===== src/pkg/qlw_pkg.sv =====
// Shared constants and types of the quad line transceiver wake-up block.
package qlw_pkg;
   // Port count and clock.
   localparam int NP     = 4;
   localparam int CLK_NS = 20;

   // Times in their printed units.
   localparam int OC_STD_US   = 15;
   localparam int OC_SIO_US   = 480;
   localparam int SENSE_US    = 5;
   localparam int PULSE_US    = 80;
   localparam int COOL_US     = 8300;
   localparam int FLT_FAST_NS = 600;
   localparam int FLT_MID_NS  = 2800;
   localparam int FLT_SLOW_NS = 20300;

   // Cycle counts, rounded up to whole cycles.
   localparam int OC_STD_CYC   = (OC_STD_US * 1000 + CLK_NS - 1) / CLK_NS;
   localparam int OC_SIO_CYC   = (OC_SIO_US * 1000 + CLK_NS - 1) / CLK_NS;
   localparam int SENSE_CYC    = (SENSE_US * 1000 + CLK_NS - 1) / CLK_NS;
   localparam int PULSE_CYC    = (PULSE_US * 1000 + CLK_NS - 1) / CLK_NS;
   localparam int COOL_CYC     = (COOL_US * 1000 + CLK_NS - 1) / CLK_NS;
   localparam int FLT_FAST_CYC = (FLT_FAST_NS + CLK_NS - 1) / CLK_NS;
   localparam int FLT_MID_CYC  = (FLT_MID_NS + CLK_NS - 1) / CLK_NS;
   localparam int FLT_SLOW_CYC = (FLT_SLOW_NS + CLK_NS - 1) / CLK_NS;

   // Counter and bus widths.
   localparam int OC_W  = 15;
   localparam int FLT_W = 10;
   localparam int WK_W  = 20;
   localparam int AW    = 3;
   localparam int DW    = 16;

   // Register offsets.
   localparam logic [AW-1:0] A_DRV  = 3'h0;
   localparam logic [AW-1:0] A_FLT  = 3'h1;
   localparam logic [AW-1:0] A_SINK = 3'h2;
   localparam logic [AW-1:0] A_CTRL = 3'h3;
   localparam logic [AW-1:0] A_WAKE = 3'h4;
   localparam logic [AW-1:0] A_EVT  = 3'h5;
   localparam logic [AW-1:0] A_MASK = 3'h6;
   localparam logic [AW-1:0] A_STAT = 3'h7;

   // Field positions.
   localparam int DRV_EN_LSB   = 0;
   localparam int DRV_SLEW_LSB = 4;
   localparam int DRV_SIO_LSB  = 8;
   localparam int CTRL_FIX_BIT = 0;

   // Glitch filter selector codes and the sink-off code.
   localparam logic [1:0] FLT_OFF  = 2'h0;
   localparam logic [1:0] FLT_SLOW = 2'h1;
   localparam logic [1:0] FLT_MID  = 2'h2;
   localparam logic [1:0] FLT_FAST = 2'h3;
   localparam logic [1:0] SINK_OFF = 2'h0;

   // Positions in the synchroniser vector.
   localparam int SY_TXD  = 0;
   localparam int SY_DRIVER_ENABLE_PIN = 4;
   localparam int SY_LINE = 8;
   localparam int SY_ILIM = 12;
   localparam int SY_OT   = 16;
   localparam int SY_TSD  = 17;
   localparam int SY_W    = 18;

   typedef enum logic [2:0] {
      WK_IDLE  = 3'h0,
      WK_SENSE = 3'h1,
      WK_PULSE = 3'h3,
      WK_COOL  = 3'h2,
      WK_HOLD  = 3'h4
   } qlw_wk_t;

   typedef struct packed {
      logic [AW-1:0] addr;
      logic [DW-1:0] wdata;
      logic          wr;
      logic          rd;
   } qlw_bus_t;

   typedef struct packed {
      logic [NP-1:0] o;
      logic [NP-1:0] oe;
   } qlw_line_t;
endpackage


===== src/core/qlw_top.sv =====
// Quad line transceiver control with automatic wake pulse sequencer.
//
// Chosen here: the placing of the registers and the plain strobed port.
`timescale 1ns/10ps

module qlw_top #(
   parameter int SIO_TRIP_CYC = qlw_pkg::OC_SIO_CYC,
   parameter int COOL_WAIT_CYC = qlw_pkg::COOL_CYC
) (
   // Clock and reset
   input  wire logic                               SYS_CLK,
   input  wire logic                               RST,
   // Host transceiver pins
   input  wire logic [qlw_pkg::NP-1:0]             TXD,
   input  wire logic [qlw_pkg::NP-1:0]             DRIVER_ENABLE_PIN,
   output logic      [qlw_pkg::NP-1:0]             RXD,
   output logic                                    RXD_ACTIVE,
   // Register port
   input  wire qlw_pkg::qlw_bus_t                  BUS,
   output logic      [qlw_pkg::DW-1:0]             REG_RDATA,
   // Interrupt pin, open drain
   output logic                                    IRQ_O,
   output logic                                    IRQ_OE,
   // Line pins
   input  wire logic [qlw_pkg::NP-1:0]             LINE_IN,
   output qlw_pkg::qlw_line_t                      LINE,
   // Analog front end
   input  wire logic [qlw_pkg::NP-1:0]             ILIM,
   input  wire logic                               OVERTEMP,
   input  wire logic                               THERM_SHDN,
   output logic      [qlw_pkg::NP-1:0][1:0]        SINK_SEL,
   output logic      [qlw_pkg::NP-1:0]             SLEW_FAST,
   output logic                                    THRESH_TRACK
);
   import qlw_pkg::*;

   typedef struct packed {
      logic [SY_W-1:0]            s1;
      logic [SY_W-1:0]            s2;
      logic [NP-1:0]              drv_en;
      logic [NP-1:0]              slew;
      logic [NP-1:0]              standard_io_mode;
      logic [NP-1:0][1:0]         flt;
      logic [NP-1:0][1:0]         sink;
      logic                       fixed;
      logic [NP-1:0]              wake;
      logic [NP-1:0]              wlatch;
      logic                       wpend;
      logic [NP-1:0]              evt;
      logic [NP-1:0]              mask;
      logic [NP-1:0]              filt;
      logic [NP-1:0][FLT_W-1:0]   fcnt;
      logic [NP-1:0][OC_W-1:0]    occ;
      qlw_wk_t                    wk;
      logic [WK_W-1:0]            wcnt;
      logic [1:0]                 gport;
      logic                       pol;
      logic [NP-1:0]              rxd;
      logic                       rx_on;
      logic [NP-1:0]              lo;
      logic [NP-1:0]              loe;
      logic [NP-1:0][1:0]         sink_out;
      logic                       irq;
      logic [DW-1:0]              rdata;
   } qlw_state_t;

   qlw_state_t                    q;
   qlw_state_t                    n;
   logic [NP-1:0]                 txd_s;
   logic [NP-1:0]                 driver_enable_pin_s;
   logic [NP-1:0]                 line_s;
   logic [NP-1:0]                 ilim_s;
   logic                          ot_s;
   logic                          tsd_s;
   logic                          underway;
   logic                          on_wake;
   logic                          act;
   logic [1:0]                    p;
   logic [OC_W-1:0]               oc_lim;
   logic [FLT_W-1:0]              f_lim;

   // Lowest-numbered requesting port.
   function automatic logic [1:0] lowest(input logic [NP-1:0] req);
      logic [1:0] r;
      r = 2'h0;
      for (int k = NP - 1; k >= 0; k--) begin
         if (req[k]) begin
            r = 2'(k);
         end
      end
      return r;
   endfunction

   // Filter delay in cycles for a selector code.
   function automatic logic [FLT_W-1:0] flt_len(input logic [1:0] code);
      logic [FLT_W-1:0] r;
      case (code)
         FLT_SLOW: r = FLT_W'(FLT_SLOW_CYC);
         FLT_MID:  r = FLT_W'(FLT_MID_CYC);
         FLT_FAST: r = FLT_W'(FLT_FAST_CYC);
         default:  r = FLT_W'(1);
      endcase
      return r;
   endfunction

   always_comb begin
      n = q;
      p = 2'h0;
      on_wake = 1'b0;
      act = 1'b0;
      oc_lim = '0;
      f_lim = '0;

      // Every transceiver, line and analog input passes two flops before use; the bus and reset do not.
      n.s1 = {THERM_SHDN, OVERTEMP, ILIM, LINE_IN, DRIVER_ENABLE_PIN, TXD};
      n.s2 = q.s1;
      txd_s = q.s2[SY_TXD +: NP];
      driver_enable_pin_s = q.s2[SY_DRIVER_ENABLE_PIN +: NP];
      line_s = q.s2[SY_LINE +: NP];
      ilim_s = q.s2[SY_ILIM +: NP];
      ot_s = q.s2[SY_OT];
      tsd_s = q.s2[SY_TSD];

      // Receivers leave their high-impedance state after reset.
      n.rx_on = 1'b1;

      underway = (q.wk == WK_HOLD) || (q.wk == WK_SENSE) ||
                 (q.wk == WK_PULSE);

      // A written request waits one cycle in its latch, then updates unless a wake is underway, which drops it.
      if (q.wpend) begin
         if (!underway) begin
            n.wake = q.wake | q.wlatch;
         end
         n.wlatch = '0;
         n.wpend = 1'b0;
      end

      if (BUS.wr) begin
         case (BUS.addr)
            A_DRV: begin
               n.drv_en = BUS.wdata[DRV_EN_LSB +: NP];
               n.slew = BUS.wdata[DRV_SLEW_LSB +: NP];
               n.standard_io_mode = BUS.wdata[DRV_SIO_LSB +: NP];
            end
            A_FLT: begin
               n.flt = BUS.wdata[2*NP-1:0];
            end
            A_SINK: begin
               n.sink = BUS.wdata[2*NP-1:0];
            end
            A_CTRL: begin
               n.fixed = BUS.wdata[CTRL_FIX_BIT];
            end
            A_WAKE: begin
               n.wlatch = BUS.wdata[NP-1:0];
               n.wpend = 1'b1;
            end
            A_EVT: begin
               // Writing zero clears an event; a new trip still wins below.
               n.evt = q.evt & BUS.wdata[NP-1:0];
            end
            A_MASK: begin
               n.mask = BUS.wdata[NP-1:0];
            end
            default: begin
            end
         endcase
      end

      // Wake sequencer shared by all ports, so only one can run.
      case (q.wk)
         WK_IDLE: begin
            if (q.fixed && (|q.wake)) begin
               p = lowest(q.wake);
               n.gport = p;
               n.wake[p] = 1'b0;
               n.wcnt = '0;
               n.wk = ot_s ? WK_HOLD : WK_SENSE;
            end
         end
         WK_HOLD: begin
            if (!ot_s) begin
               n.wk = WK_SENSE;
               n.wcnt = '0;
            end
         end
         WK_SENSE: begin
            if (q.wcnt == WK_W'(SENSE_CYC - 1)) begin
               // Pulse opposes the level the line rests at.
               n.pol = ~line_s[q.gport];
               n.wk = WK_PULSE;
               n.wcnt = '0;
            end else begin
               n.wcnt = q.wcnt + 1'b1;
            end
         end
         WK_PULSE: begin
            if (q.wcnt == WK_W'(PULSE_CYC - 1)) begin
               n.wk = WK_COOL;
               n.wcnt = '0;
            end else begin
               n.wcnt = q.wcnt + 1'b1;
            end
         end
         WK_COOL: begin
            if (q.wcnt == WK_W'(COOL_WAIT_CYC - 1)) begin
               n.wk = WK_IDLE;
               n.wcnt = '0;
            end else begin
               n.wcnt = q.wcnt + 1'b1;
            end
         end
         default: begin
            n.wk = WK_IDLE;
            n.wcnt = '0;
         end
      endcase

      for (int i = 0; i < NP; i++) begin
         on_wake = underway && (q.gport == 2'(i));
         // A tripped breaker keeps the driver off, save for a wake pulse on the port, until the event clears.
         act = (driver_enable_pin_s[i] | q.drv_en[i]) & ~q.evt[i];

         // Breaker: counts only while limiting without a break.
         oc_lim = q.standard_io_mode[i] ? OC_W'(SIO_TRIP_CYC - 1) :
                             OC_W'(OC_STD_CYC - 1);
         if (on_wake) begin
            n.occ[i] = q.occ[i];
         end else if (act && ilim_s[i]) begin
            if (q.occ[i] >= oc_lim) begin
               n.evt[i] = 1'b1;
               n.occ[i] = '0;
            end else begin
               n.occ[i] = q.occ[i] + 1'b1;
            end
         end else begin
            n.occ[i] = '0;
         end

         // Line drive; the prior driver state returns once wake ends.
         if (on_wake) begin
            n.lo[i] = q.pol;
            n.loe[i] = (q.wk == WK_PULSE) && !tsd_s;
         end else begin
            n.lo[i] = ~txd_s[i];
            n.loe[i] = act;
         end

         n.sink_out[i] = (act || on_wake) ? SINK_OFF :
                                            q.sink[i];

         // Filter follows the line only after it held for the delay.
         f_lim = flt_len(q.flt[i]) - 1'b1;
         if (q.flt[i] == FLT_OFF) begin
            n.filt[i] = line_s[i];
            n.fcnt[i] = '0;
         end else if (line_s[i] == q.filt[i]) begin
            n.fcnt[i] = '0;
         end else if (q.fcnt[i] >= f_lim) begin
            n.filt[i] = line_s[i];
            n.fcnt[i] = '0;
         end else begin
            n.fcnt[i] = q.fcnt[i] + 1'b1;
         end
         n.rxd[i] = ~n.filt[i];
      end

      n.irq = |(n.evt & q.mask);

      n.rdata = '0;
      if (BUS.rd) begin
         case (BUS.addr)
            A_DRV:  n.rdata = DW'({q.standard_io_mode, q.slew, q.drv_en});
            A_FLT:  n.rdata = DW'(q.flt);
            A_SINK: n.rdata = DW'(q.sink);
            A_CTRL: n.rdata = DW'(q.fixed);
            A_WAKE: n.rdata = DW'(q.wake | q.wlatch);
            A_EVT:  n.rdata = DW'(q.evt);
            A_MASK: n.rdata = DW'(q.mask);
            A_STAT: n.rdata = DW'({q.gport, tsd_s, ot_s,
                                   (q.wk == WK_COOL), underway});
            default: n.rdata = '0;
         endcase
      end
   end

   always_ff @(posedge SYS_CLK or posedge RST) begin
      if (RST) begin
         q <= '0;
      end else begin
         q <= n;
      end
   end

   assign RXD = q.rxd;
   assign RXD_ACTIVE = q.rx_on;
   assign REG_RDATA = q.rdata;
   assign IRQ_O = 1'b0;
   assign IRQ_OE = q.irq;
   assign LINE.o = q.lo;
   assign LINE.oe = q.loe;
   assign SINK_SEL = q.sink_out;
   // The analog edge shaper gives 0.5 us when high and 3 us when low.
   assign SLEW_FAST = q.slew;
   assign THRESH_TRACK = ~q.fixed;
endmodule


===== config.mk =====
export PLATFORM = sky130hd
export DESIGN_NAME = qlw_top
export DESIGN_NICKNAME = d
export VERILOG_FILES = /design/src/pkg/qlw_pkg.sv /design/src/core/qlw_top.sv
export SDC_FILE = /design/constraint.sdc
export NUM_CORES = 1
export LEC_CHECK = 0
export ABC_CLOCK_PERIOD_IN_PS = 12100
export BUFFER_PORTS_ARGS = -buffer_cell sky130_fd_sc_hd__buf_2
export CAP_MARGIN = 0
export CORE_ASPECT_RATIO = 0.8
export CORE_MARGIN = 2
export CORE_UTILIZATION = 60
export CTS_BUF_LIST = sky130_fd_sc_hd__clkbuf_8
export DETAILED_ROUTE_END_ITERATION = 8
export PLACE_DENSITY = 0.8
export SLEW_MARGIN = 25
export SYNTH_ARGS = -nofsm -noshare
export SYNTH_HDL_FRONTEND = slang
export SYNTH_SLANG_ARGS = --single-unit

===== constraint.sdc =====
create_clock -name SYS_CLK -period 12.1 [get_ports SYS_CLK]
set_clock_uncertainty 0.2 [all_clocks]
set_input_delay 2.42 -clock SYS_CLK [delete_from_list [all_inputs] [get_ports SYS_CLK]]
set_output_delay 2.42 -clock SYS_CLK [all_outputs]
set_load 0.03 [all_outputs]

==> Word level (Yosys, flattened, before mapping) <==
Index checks and enable logic that the tools add are counted.
{ "classes": {"mux": 94, "magnitude_cmp": 11, "bitwise": 28, "addsub": 13, "eq_ne": 38, "n_reduce_logical": 36} }
{ "op_table": {"columns": ["cell", "count"], "rows": [
  ["$mux 15", 12],
  ["$pmux 16 s8", 1],
  ["$mux 10", 12],
  ["$pmux 10 s3", 4],
  ["$pmux 23 s5", 1],
  ["$add 15x1->15 const B", 4],
  ["$ge 15x15->1", 4],
  ["$mux 20", 3],
  ["$add 10x1->10 const B", 4],
  ["$ge 10x10->1", 4],
  ["$sub 10x1->10 const B", 4],
  ["$mux 1", 34],
  ["$mux 25", 1],
  ["$mux 23", 1],
  ["$add 20x1->20 const B", 1],
  ["$eq 2x2->1 const B", 10],
  ["$eq 20x12->1 const B", 1],
  ["$eq 20x19->1 const B", 1],
  ["$eq 20x8->1 const B", 1],
  ["$mux 2", 10],
  ["$mux 4", 5],
  ["$mux 16", 1],
  ["$reduce_and 2->1", 8],
  ["$eq 3x3->1 const B", 5],
  ["other kinds (27)", 88]
]} }
{ "totals": {"out_inout_bits": 44, "reg_bits": 250, "word_cells": 262} }

==> Depth between registers and ports, before layout <==
Gate-level depths: netlist (run 1).
{ "logic_depth": {"word_depth": 14, "depth_mapped": 11} }

==> Worst setup path before layout (run 1) <==
Ideal clock, no wire load.
{ "synth_timing": {"path_kind": "input port to flip-flop", "startpoint": "input port BUS[19] (netlist name)", "endpoint": "register q, in the netlist SLEW_FAST[0]", "required_ps": 11775, "setup_slack_ps": 7861, "arrival_ps": 3915, "stages": 6, "path_cell_list": "clkbuf_1 -> nor3_1 -> and2_1 -> clkbuf_1 -> clkbuf_1 -> mux2_2"} }
{ "synth_via": {"elab_chain_cells": 2} }
{ "synth_rtl": {"columns": ["element", "line", "source"], "rows": [
  ["start, declared", "qlw_top.sv:19", "input wire qlw_pkg::qlw_bus_t BUS,"],
  ["$logic_not 3->1", "qlw_top.sv:140", "case (BUS.addr)"],
  ["$reduce_and 2->1 (no line)", null, null],
  ["end signal, assigned", "qlw_top.sv:292", "q <= n;"],
  ["end, declared", "qlw_top.sv:67", "qlw_state_t q;"]
]} }
No other way between the ends.
A chain may end at the register's enable or synchronous reset.

==> Worst setup path after layout (run 1) <==
{ "layout_timing": {"startpoint": "input port BUS[19] (netlist name)", "endpoint": "register q, in the netlist SLEW_FAST[1]"} }
Same word-level chain as after synthesis.

==> qor.yml, run 1 <==
cts_sinks: 246
cp.arrival_ns: 4.70
nets: 1508
wl_mm: 28.14
grt_pass1_wl_mm: 46.57
place.gp.congestion: 0.9331
timing.rr.end: "q[99]"
path_clk_slew_ns: 0.06
netlist_area_um2: 13030
grt_pass1_vias: 9347
whs_path_depth: 0
ir_drop_mv: 0.09327
ys_ff_latch: 246
fin_crit_sh: 0.3720
route.detailed.drc: 0
hold_path_end: "q[231]"
ios: 85
grt.total_usage: 0.2516
final_area_um2: 14200
rows: 48
vias: 9794
viasPerCell: 5.882
synth-edff-count: 0
max_stage_delay_ns: 0.85
critPathSlowestCell: "and2_1"
placed_cell_area_um2: 13350
hold_viol: 0
first_iter_violations: 716
layout_commonest_cell: "dfrtp_1"
synth-xor-area-share: 0.03965
grt_max_degree: 110
place.port_buffers: 75
maxSlewHeadroom: 0.3829
worstPathMaxFanout: 27
hold_buffers: 0
rsz0062_at_grt: "false"
clock_latency_ns: 0.53
synth_simple_gate_area_frac: 0.1712
criticalPathCategory: "in -> reg"
cts-buffers-inserted: 40
netlist_instances: 1309
dp_hpwl_mm: 19.64
synthFlopType: "dfrtp_1"
synth_cell_type_count: 72
finalSetupTns_ns: 0
cts_htree_levels: 2
ys_seq_area_frac: 0.4723
hp-class: "reg -> reg"
async_flop_share: 1.000
drv_slew: 0
core_um2: 21440
setup_viol: 0
detail_route.wl_per_cell_um: 16.90
fmax_ghz: 0.2221
crit_chain: "buf_2 > nor3_1 > and2_1 > mux2_2"
area_growth_pct: 8.918
antenna_found_initial: 0
cts_resized: 0
most-common-layout-cells: "246 x dfrtp_1, 128 x nor2_1, 109 x nand2_1"
p_leak_nw: 6.864
tritoncts: "done"
syn_avg_cell_area_um2: 9.957
worstMarginPinSlew_ns: 0.9256
cp_top_family: "simple AND/OR/NAND/NOR gates"
antenna_cells: 0
worstSetupPathDepth: 4
regToRegStartpoint: "q[204]"
outcome: "completed"
dieArea_um2: 22930
critPathBufInv: 1
clk_path_buf_depth: 3
cts_setup_buffers: 0
die-width_um: 168.8
r2r_setup_slack_ns: 8.88
endpoint_kind: "register"
drive_gt1_frac: 0.1367
muxShareOfSynthArea: 0.03014
startpoint: "BUS[19]"
period_minus_slack_ns: 4.502
clock-root-buffer: "clkbuf_8"
ant_nets: 0
drt_pass1_iterations: 5
min_from: "n[231]"
worstPathRequired_ns: 12.30
yosys_warnings: 0
crit_path_start_kind: "primary input"
drv_cap: 0
synth_fa_ha_area_frac: 0.1008
grt_overflow: 0
synth_top_family_by_area: "simple AND/OR/NAND/NOR gates"
initial_utilization: 0.6079
ff2ff_path_depth: 9
p_per_area_nw_per_um2: 169.7
nFillCells: 1663
die_y_um: 135.8
synth_compound_area_frac: 0.1318
-- worst register-to-register path: cells and delay by family, from the launching register on --
kind | cells | cell delay (ns)
adder cells (fa/ha/maj) | 1 | 0.30
AO/OA/AOI/OAI | 6 | 1.64
flip-flops | 1 | 0.41
buffers and inverters | 2 | 0.59
-- power breakdown --
group | switching (mW) | internal, mW
clock | 0.330 | 0.410
sequential | 0.106 | 0.929
combinational | 0.411 | 0.223
total | 0.847 | 1.56
-- state kept, by name (all words and copies together), names as in the netlist, named ones only --
signal	cells
n	18
q	174
LINE	8
SLEW_FAST	4
IRQ_OE	1
RXD_ACTIVE	1
ilim_s	4
SINK_SEL	8
driver_enable_pin_s	4
RXD	4
ot_s	1
line_s	4
REG_RDATA	12
-- worst max-delay path by stage --
| stage | end | slack (ns) |
|---|---|---|
| finish | SLEW_FAST[1] | 7.60 |
| global route | q[212] | 7.50 |
| CTS | q[113] | 7.60 |
| detailed placement | q[96] | 7.05 |
| global placement | REG_RDATA[10] | 7.08 |
| floorplan | IRQ_OE | 2.72 |
-- Yosys cell counts, types with 3 or more instances --
cell type  number  share of area
a211o_1        10         0.0067
a22o_1         10         0.0067
nor4_1         16         0.0077
nor3_1         30          0.012
mux2_2         24          0.021
a31oi_1        19         0.0091
nor2_1        128          0.037
o31ai_1         3         0.0017
o22ai_1         3         0.0014
nor2b_1         3         0.0014
o21ai_1         3         0.0012
nand3_1        51          0.020
o211ai_1        5         0.0029
o21a_1          3         0.0017
xnor2_1        26          0.017
o21ai_0        97          0.037
dfrtp_1       246           0.47
or2_2           6         0.0029
ha_1          105           0.10
inv_1          53          0.015
xor2_1         33          0.022
nand2_1       109          0.031
o21bai_1        5         0.0029
nor3b_1         8         0.0046
clkbuf_1       20         0.0058
nand4b_1        3         0.0020
and4_1          3         0.0020
nand2b_1       17         0.0082
nand3b_1        5         0.0029
nand4_1        20         0.0096
buf_4          42          0.024
mux2i_1        10         0.0077
a21o_1         24          0.014
and2_1          4         0.0019
a211oi_1       10         0.0058
or3_1          10         0.0048
a21oi_1        60          0.023
o22a_1          3         0.0020
buf_2           6         0.0023
and3_1         34          0.016
-- through the flow --
step           utilization  cells  hold slack (ns)  power [mW]  setup slack, ns
2_1_floorplan            -   1313           0.1312       1.556            2.722
3_3_place_gp        0.6221   1595           0.1315       1.643            7.075
3_5_place_dp        0.6228   1595           0.1347       1.672            7.047
4_1_cts             0.6617   1665           0.1460       2.419            7.596
5_1_grt             0.6621   1665           0.1542       2.550            7.503
6_report            0.6621   1665           0.1473       2.409            7.598
-- cell type report --
| cell class | instances | area, um2 | share of cell area |
|---|---|---|---|
| Clock buffer | 56 | 770.7 | 0.05429 |
| Clock inverter | 14 | 63.81 | 0.004495 |
| Inverter | 54 | 210.2 | 0.01481 |
| Multi-Input combinational cell | 938 | 6220 | 0.4381 |
| Sequential cell | 246 | 6156 | 0.4336 |
| Tap cell | 275 | 344.1 | 0.02424 |
| Timing Repair Buffer | 82 | 431.7 | 0.03041 |
-- routing by layer --
layer  GRT usage  share of wire  up-vias  routed length, um
met2      0.3809           0.45      315              12590
met5           0              0        -                  0
met3     0.04134          0.067       48               1886
li1            -              -     4712                  -
met1      0.3729           0.46     4719              13040
met4     0.08190          0.022        0                613
-- kinds of logic (layout without fill, tap and decap cells) --
logic type      Yosys count  in the layout
flops                   246            246
buf+inv                 129            206
simple gates            457            457
other cells               2              6
xor+xnor                 59             59
mux                      35             35
fa+ha+maj               105            105
compound gates          276            276
Power figures use the tool's default switching activity.
==> run 2: changes to the inputs <==
ABC_AREA = 1   (was unset)
ABC_CLOCK_PERIOD_IN_PS = 3900   (was 12100)
CORE_UTILIZATION = 57   (was 60)
PLACE_DENSITY = 0.79   (was 0.8)
clock period = 3.9 ns   (was 12.1 ns; I/O delays follow)
==> run 2 against run 1 <==
  * Non-clock buffer count fell by 2
  * Sequential power rose to 3.0 times the previous value
  * Utilization fell by 2.8 points
  * Sequential cell count did not move
  * Via count is 16% higher
  * Routed wire length is 12% higher
  * Critical path type is now reg -> reg
  * Highest routed layer unchanged
==> qor.yml, run 2 <==
ys_top_cells_by_area: "dfrtp_1 44%, ha_1 9.5%, nand2_1 8.9%"
power_frac_seq: 0.403
timing.rr.end: "q[153]"
path_clk_slew_ns: 0.07
cp.arrival_ns: 3.10
nets: 1894
drive_gt1_frac: 0.1187
synthFlopType: "dfrtp_1"
fin_ws_ns: 1.066
cts_htree_levels: 2
internal-power_mw: 4.987
wl_mm: 31.41
tritoncts: "done"
first_iter_violations: 835
die_y_um: 143.7
worstMarginPinSlew_ns: 0.9216
drv_cap: 0
nFillCells: 2028
regToRegStartpoint: "q[198]"
pwr-share-clk: 0.338
detail_route.wl_per_cell_um: 14.97
whs_ns: 0.07622
final_area_um2: 15290
viasPerCell: 5.424
yosys_warnings: 0
setup_viol: 0
cts_sinks: 246
p_sw_frac: 0.3588
regMostFlops: "q"
place.gp.congestion: 0.9552
route.detailed.drc: 0
drv_slew: 0
ios: 85
largest_reg_flops: 174
p_comb_frac: 0.259
maxSlewHeadroom: 0.3841
ir_drop_mv: 0.3680
rows: 51
cts-buffers-inserted: 40
hp-class: "in -> async"
drt_pass1_iterations: 5
die-width_um: 178.6
yosys.cell_count.top_type: "nand2_1"
outcome: "completed"
yosys-top-cells-count: "329 x nand2_1, 246 x dfrtp_1, 222 x inv_1"
worstPathRequired_ns: 4.16
postLayoutCoreUtil: 0.6340
p_sw_mw: 2.791
most-common-layout-cells: "329 x nand2_1, 246 x dfrtp_1, 224 x inv_1"
cp-endpoint: "q[153]"
antenna_found_initial: 2
final_cells: 2098
cts_resized: 0
initial_utilization: 0.5764
clock_latency_ns: 0.56
async_flop_share: 1.000
grt.total_usage: 0.2534
clock-root-buffer: "clkbuf_8"
finalSetupTns_ns: 0
dp_slack_ns: 1.066
period_minus_slack_ns: 2.834
ant_nets: 0
area_growth_pct: 10.01
place.port_buffers: 75
netlist_area_um2: 13900
core_um2: 24120
grt_pass1_vias: 10903
ff2ff_path_depth: 11
power_mw: 7.778
grt_pass1_wl_mm: 52.23
r2r_setup_slack_ns: 1.07
grt_max_degree: 103
vias: 11379
ys_ff_latch: 246
layout_commonest_cell: "nand2_1"
criticalPathCategory: "reg -> reg"
dp.cells: 2024
clk_path_buf_depth: 3
dp_hpwl_mm: 23.06
hold_buffers: 0
netlist_instances: 1680
fmax_ghz: 0.3528
worstPathMaxFanout: 9
endpoint_kind: "register"
yosys.area.top_type: "dfrtp_1"
hold_viol: 0
dieArea_um2: 25660
p_per_area_nw_per_um2: 508.6
synth_cell_type_count: 47
yosysTopAreaCellShare: 0.4428
synth-edff-count: 0
fin_crit_sh: 0.7267
p_leak_nw: 7.520
ys_seq_area_frac: 0.4428
startpoint: "q[198]"
grt_overflow: 0
cts_setup_buffers: 0
syn_avg_cell_area_um2: 8.275
placed_cell_area_um2: 14330
crit_path_start_kind: "register"
rsz0062_at_grt: "false"
## run 2: power by group through the flow
stage / clock network, mW / registers (mW) / logic, mW
6_report: 2.63 / 3.13 / 2.02
5_1_grt: 2.79 / 3.17 / 2.29
4_1_cts: 2.68 / 3.13 / 2.02
3_5_place_dp: 0 / 3.17 / 2.01
3_3_place_gp: 0 / 3.16 / 1.94
2_1_floorplan: 0 / 3.09 / 1.65
## run 2: cell type report
type                       instances  area [um2]  area share
clock inverter                    19       229.0     0.01497
inverter                         237       893.4     0.05841
tap                              318       397.9     0.02602
antenna                            2       5.005   0.0003273
clock buffer                      53       729.5     0.04770
multi-input combinational       1143        6457      0.4222
sequential                       246        6156      0.4025
timing repair buffer              80       425.4     0.02782
## run 2: per-layer routing
layer,vias up,global-route usage,part of all wire
li1,5578,-,-
met1,5411,0.3579,0.46
met2,323,0.3967,0.45
met3,67,0.04656,0.064
met4,0,0.08387,0.025
met5,-,0,0
## run 2: worst min path at each step
stage / startpoint / slack, ns / depth (start not counted) / endpoint
after floorplan: n[218] / 0.13 / 0 / driver_enable_pin_s[0]
after global placement: n[230] / 0.13 / 0 / ot_s
after detailed placement: n[231] / 0.14 / 0 / q[231]
after CTS: RST / 0.08 / 2 / LINE[5]
after global routing: RST / 0.12 / 2 / q[82]
final: RST / 0.08 / 2 / q[82]
## run 2: worst max-delay path, cell delays in order, from the launching register on
cell and delay [ns]:
dfrtp_1 0.43, inv_1 0.15, ha_1 0.28, o21bai_1 0.19
ha_1 0.30, a21oi_1 0.14, o21ai_0 0.09, nand2_1 0.06
nand4_1 0.12, nor2_1 0.28, clkinv_1 0.33, nor2_1 0.19
## run 2: kinds of logic (layout without fill, tap and decap cells)
family | count (synthesis) | after routing | share of synthesized area
AOI/OAI and AO/OA | 256 | 256 | 0.1029
xor gates and xnor gates | 57 | 57 | 0.03591
adders and majority gates | 105 | 105 | 0.09450
buffers and inverters | 295 | 389 | 0.09378
DFF | 246 | 246 | 0.4428
other | 2 | 8 | 0.0005402
and+or+nand+nor | 719 | 719 | 0.2296
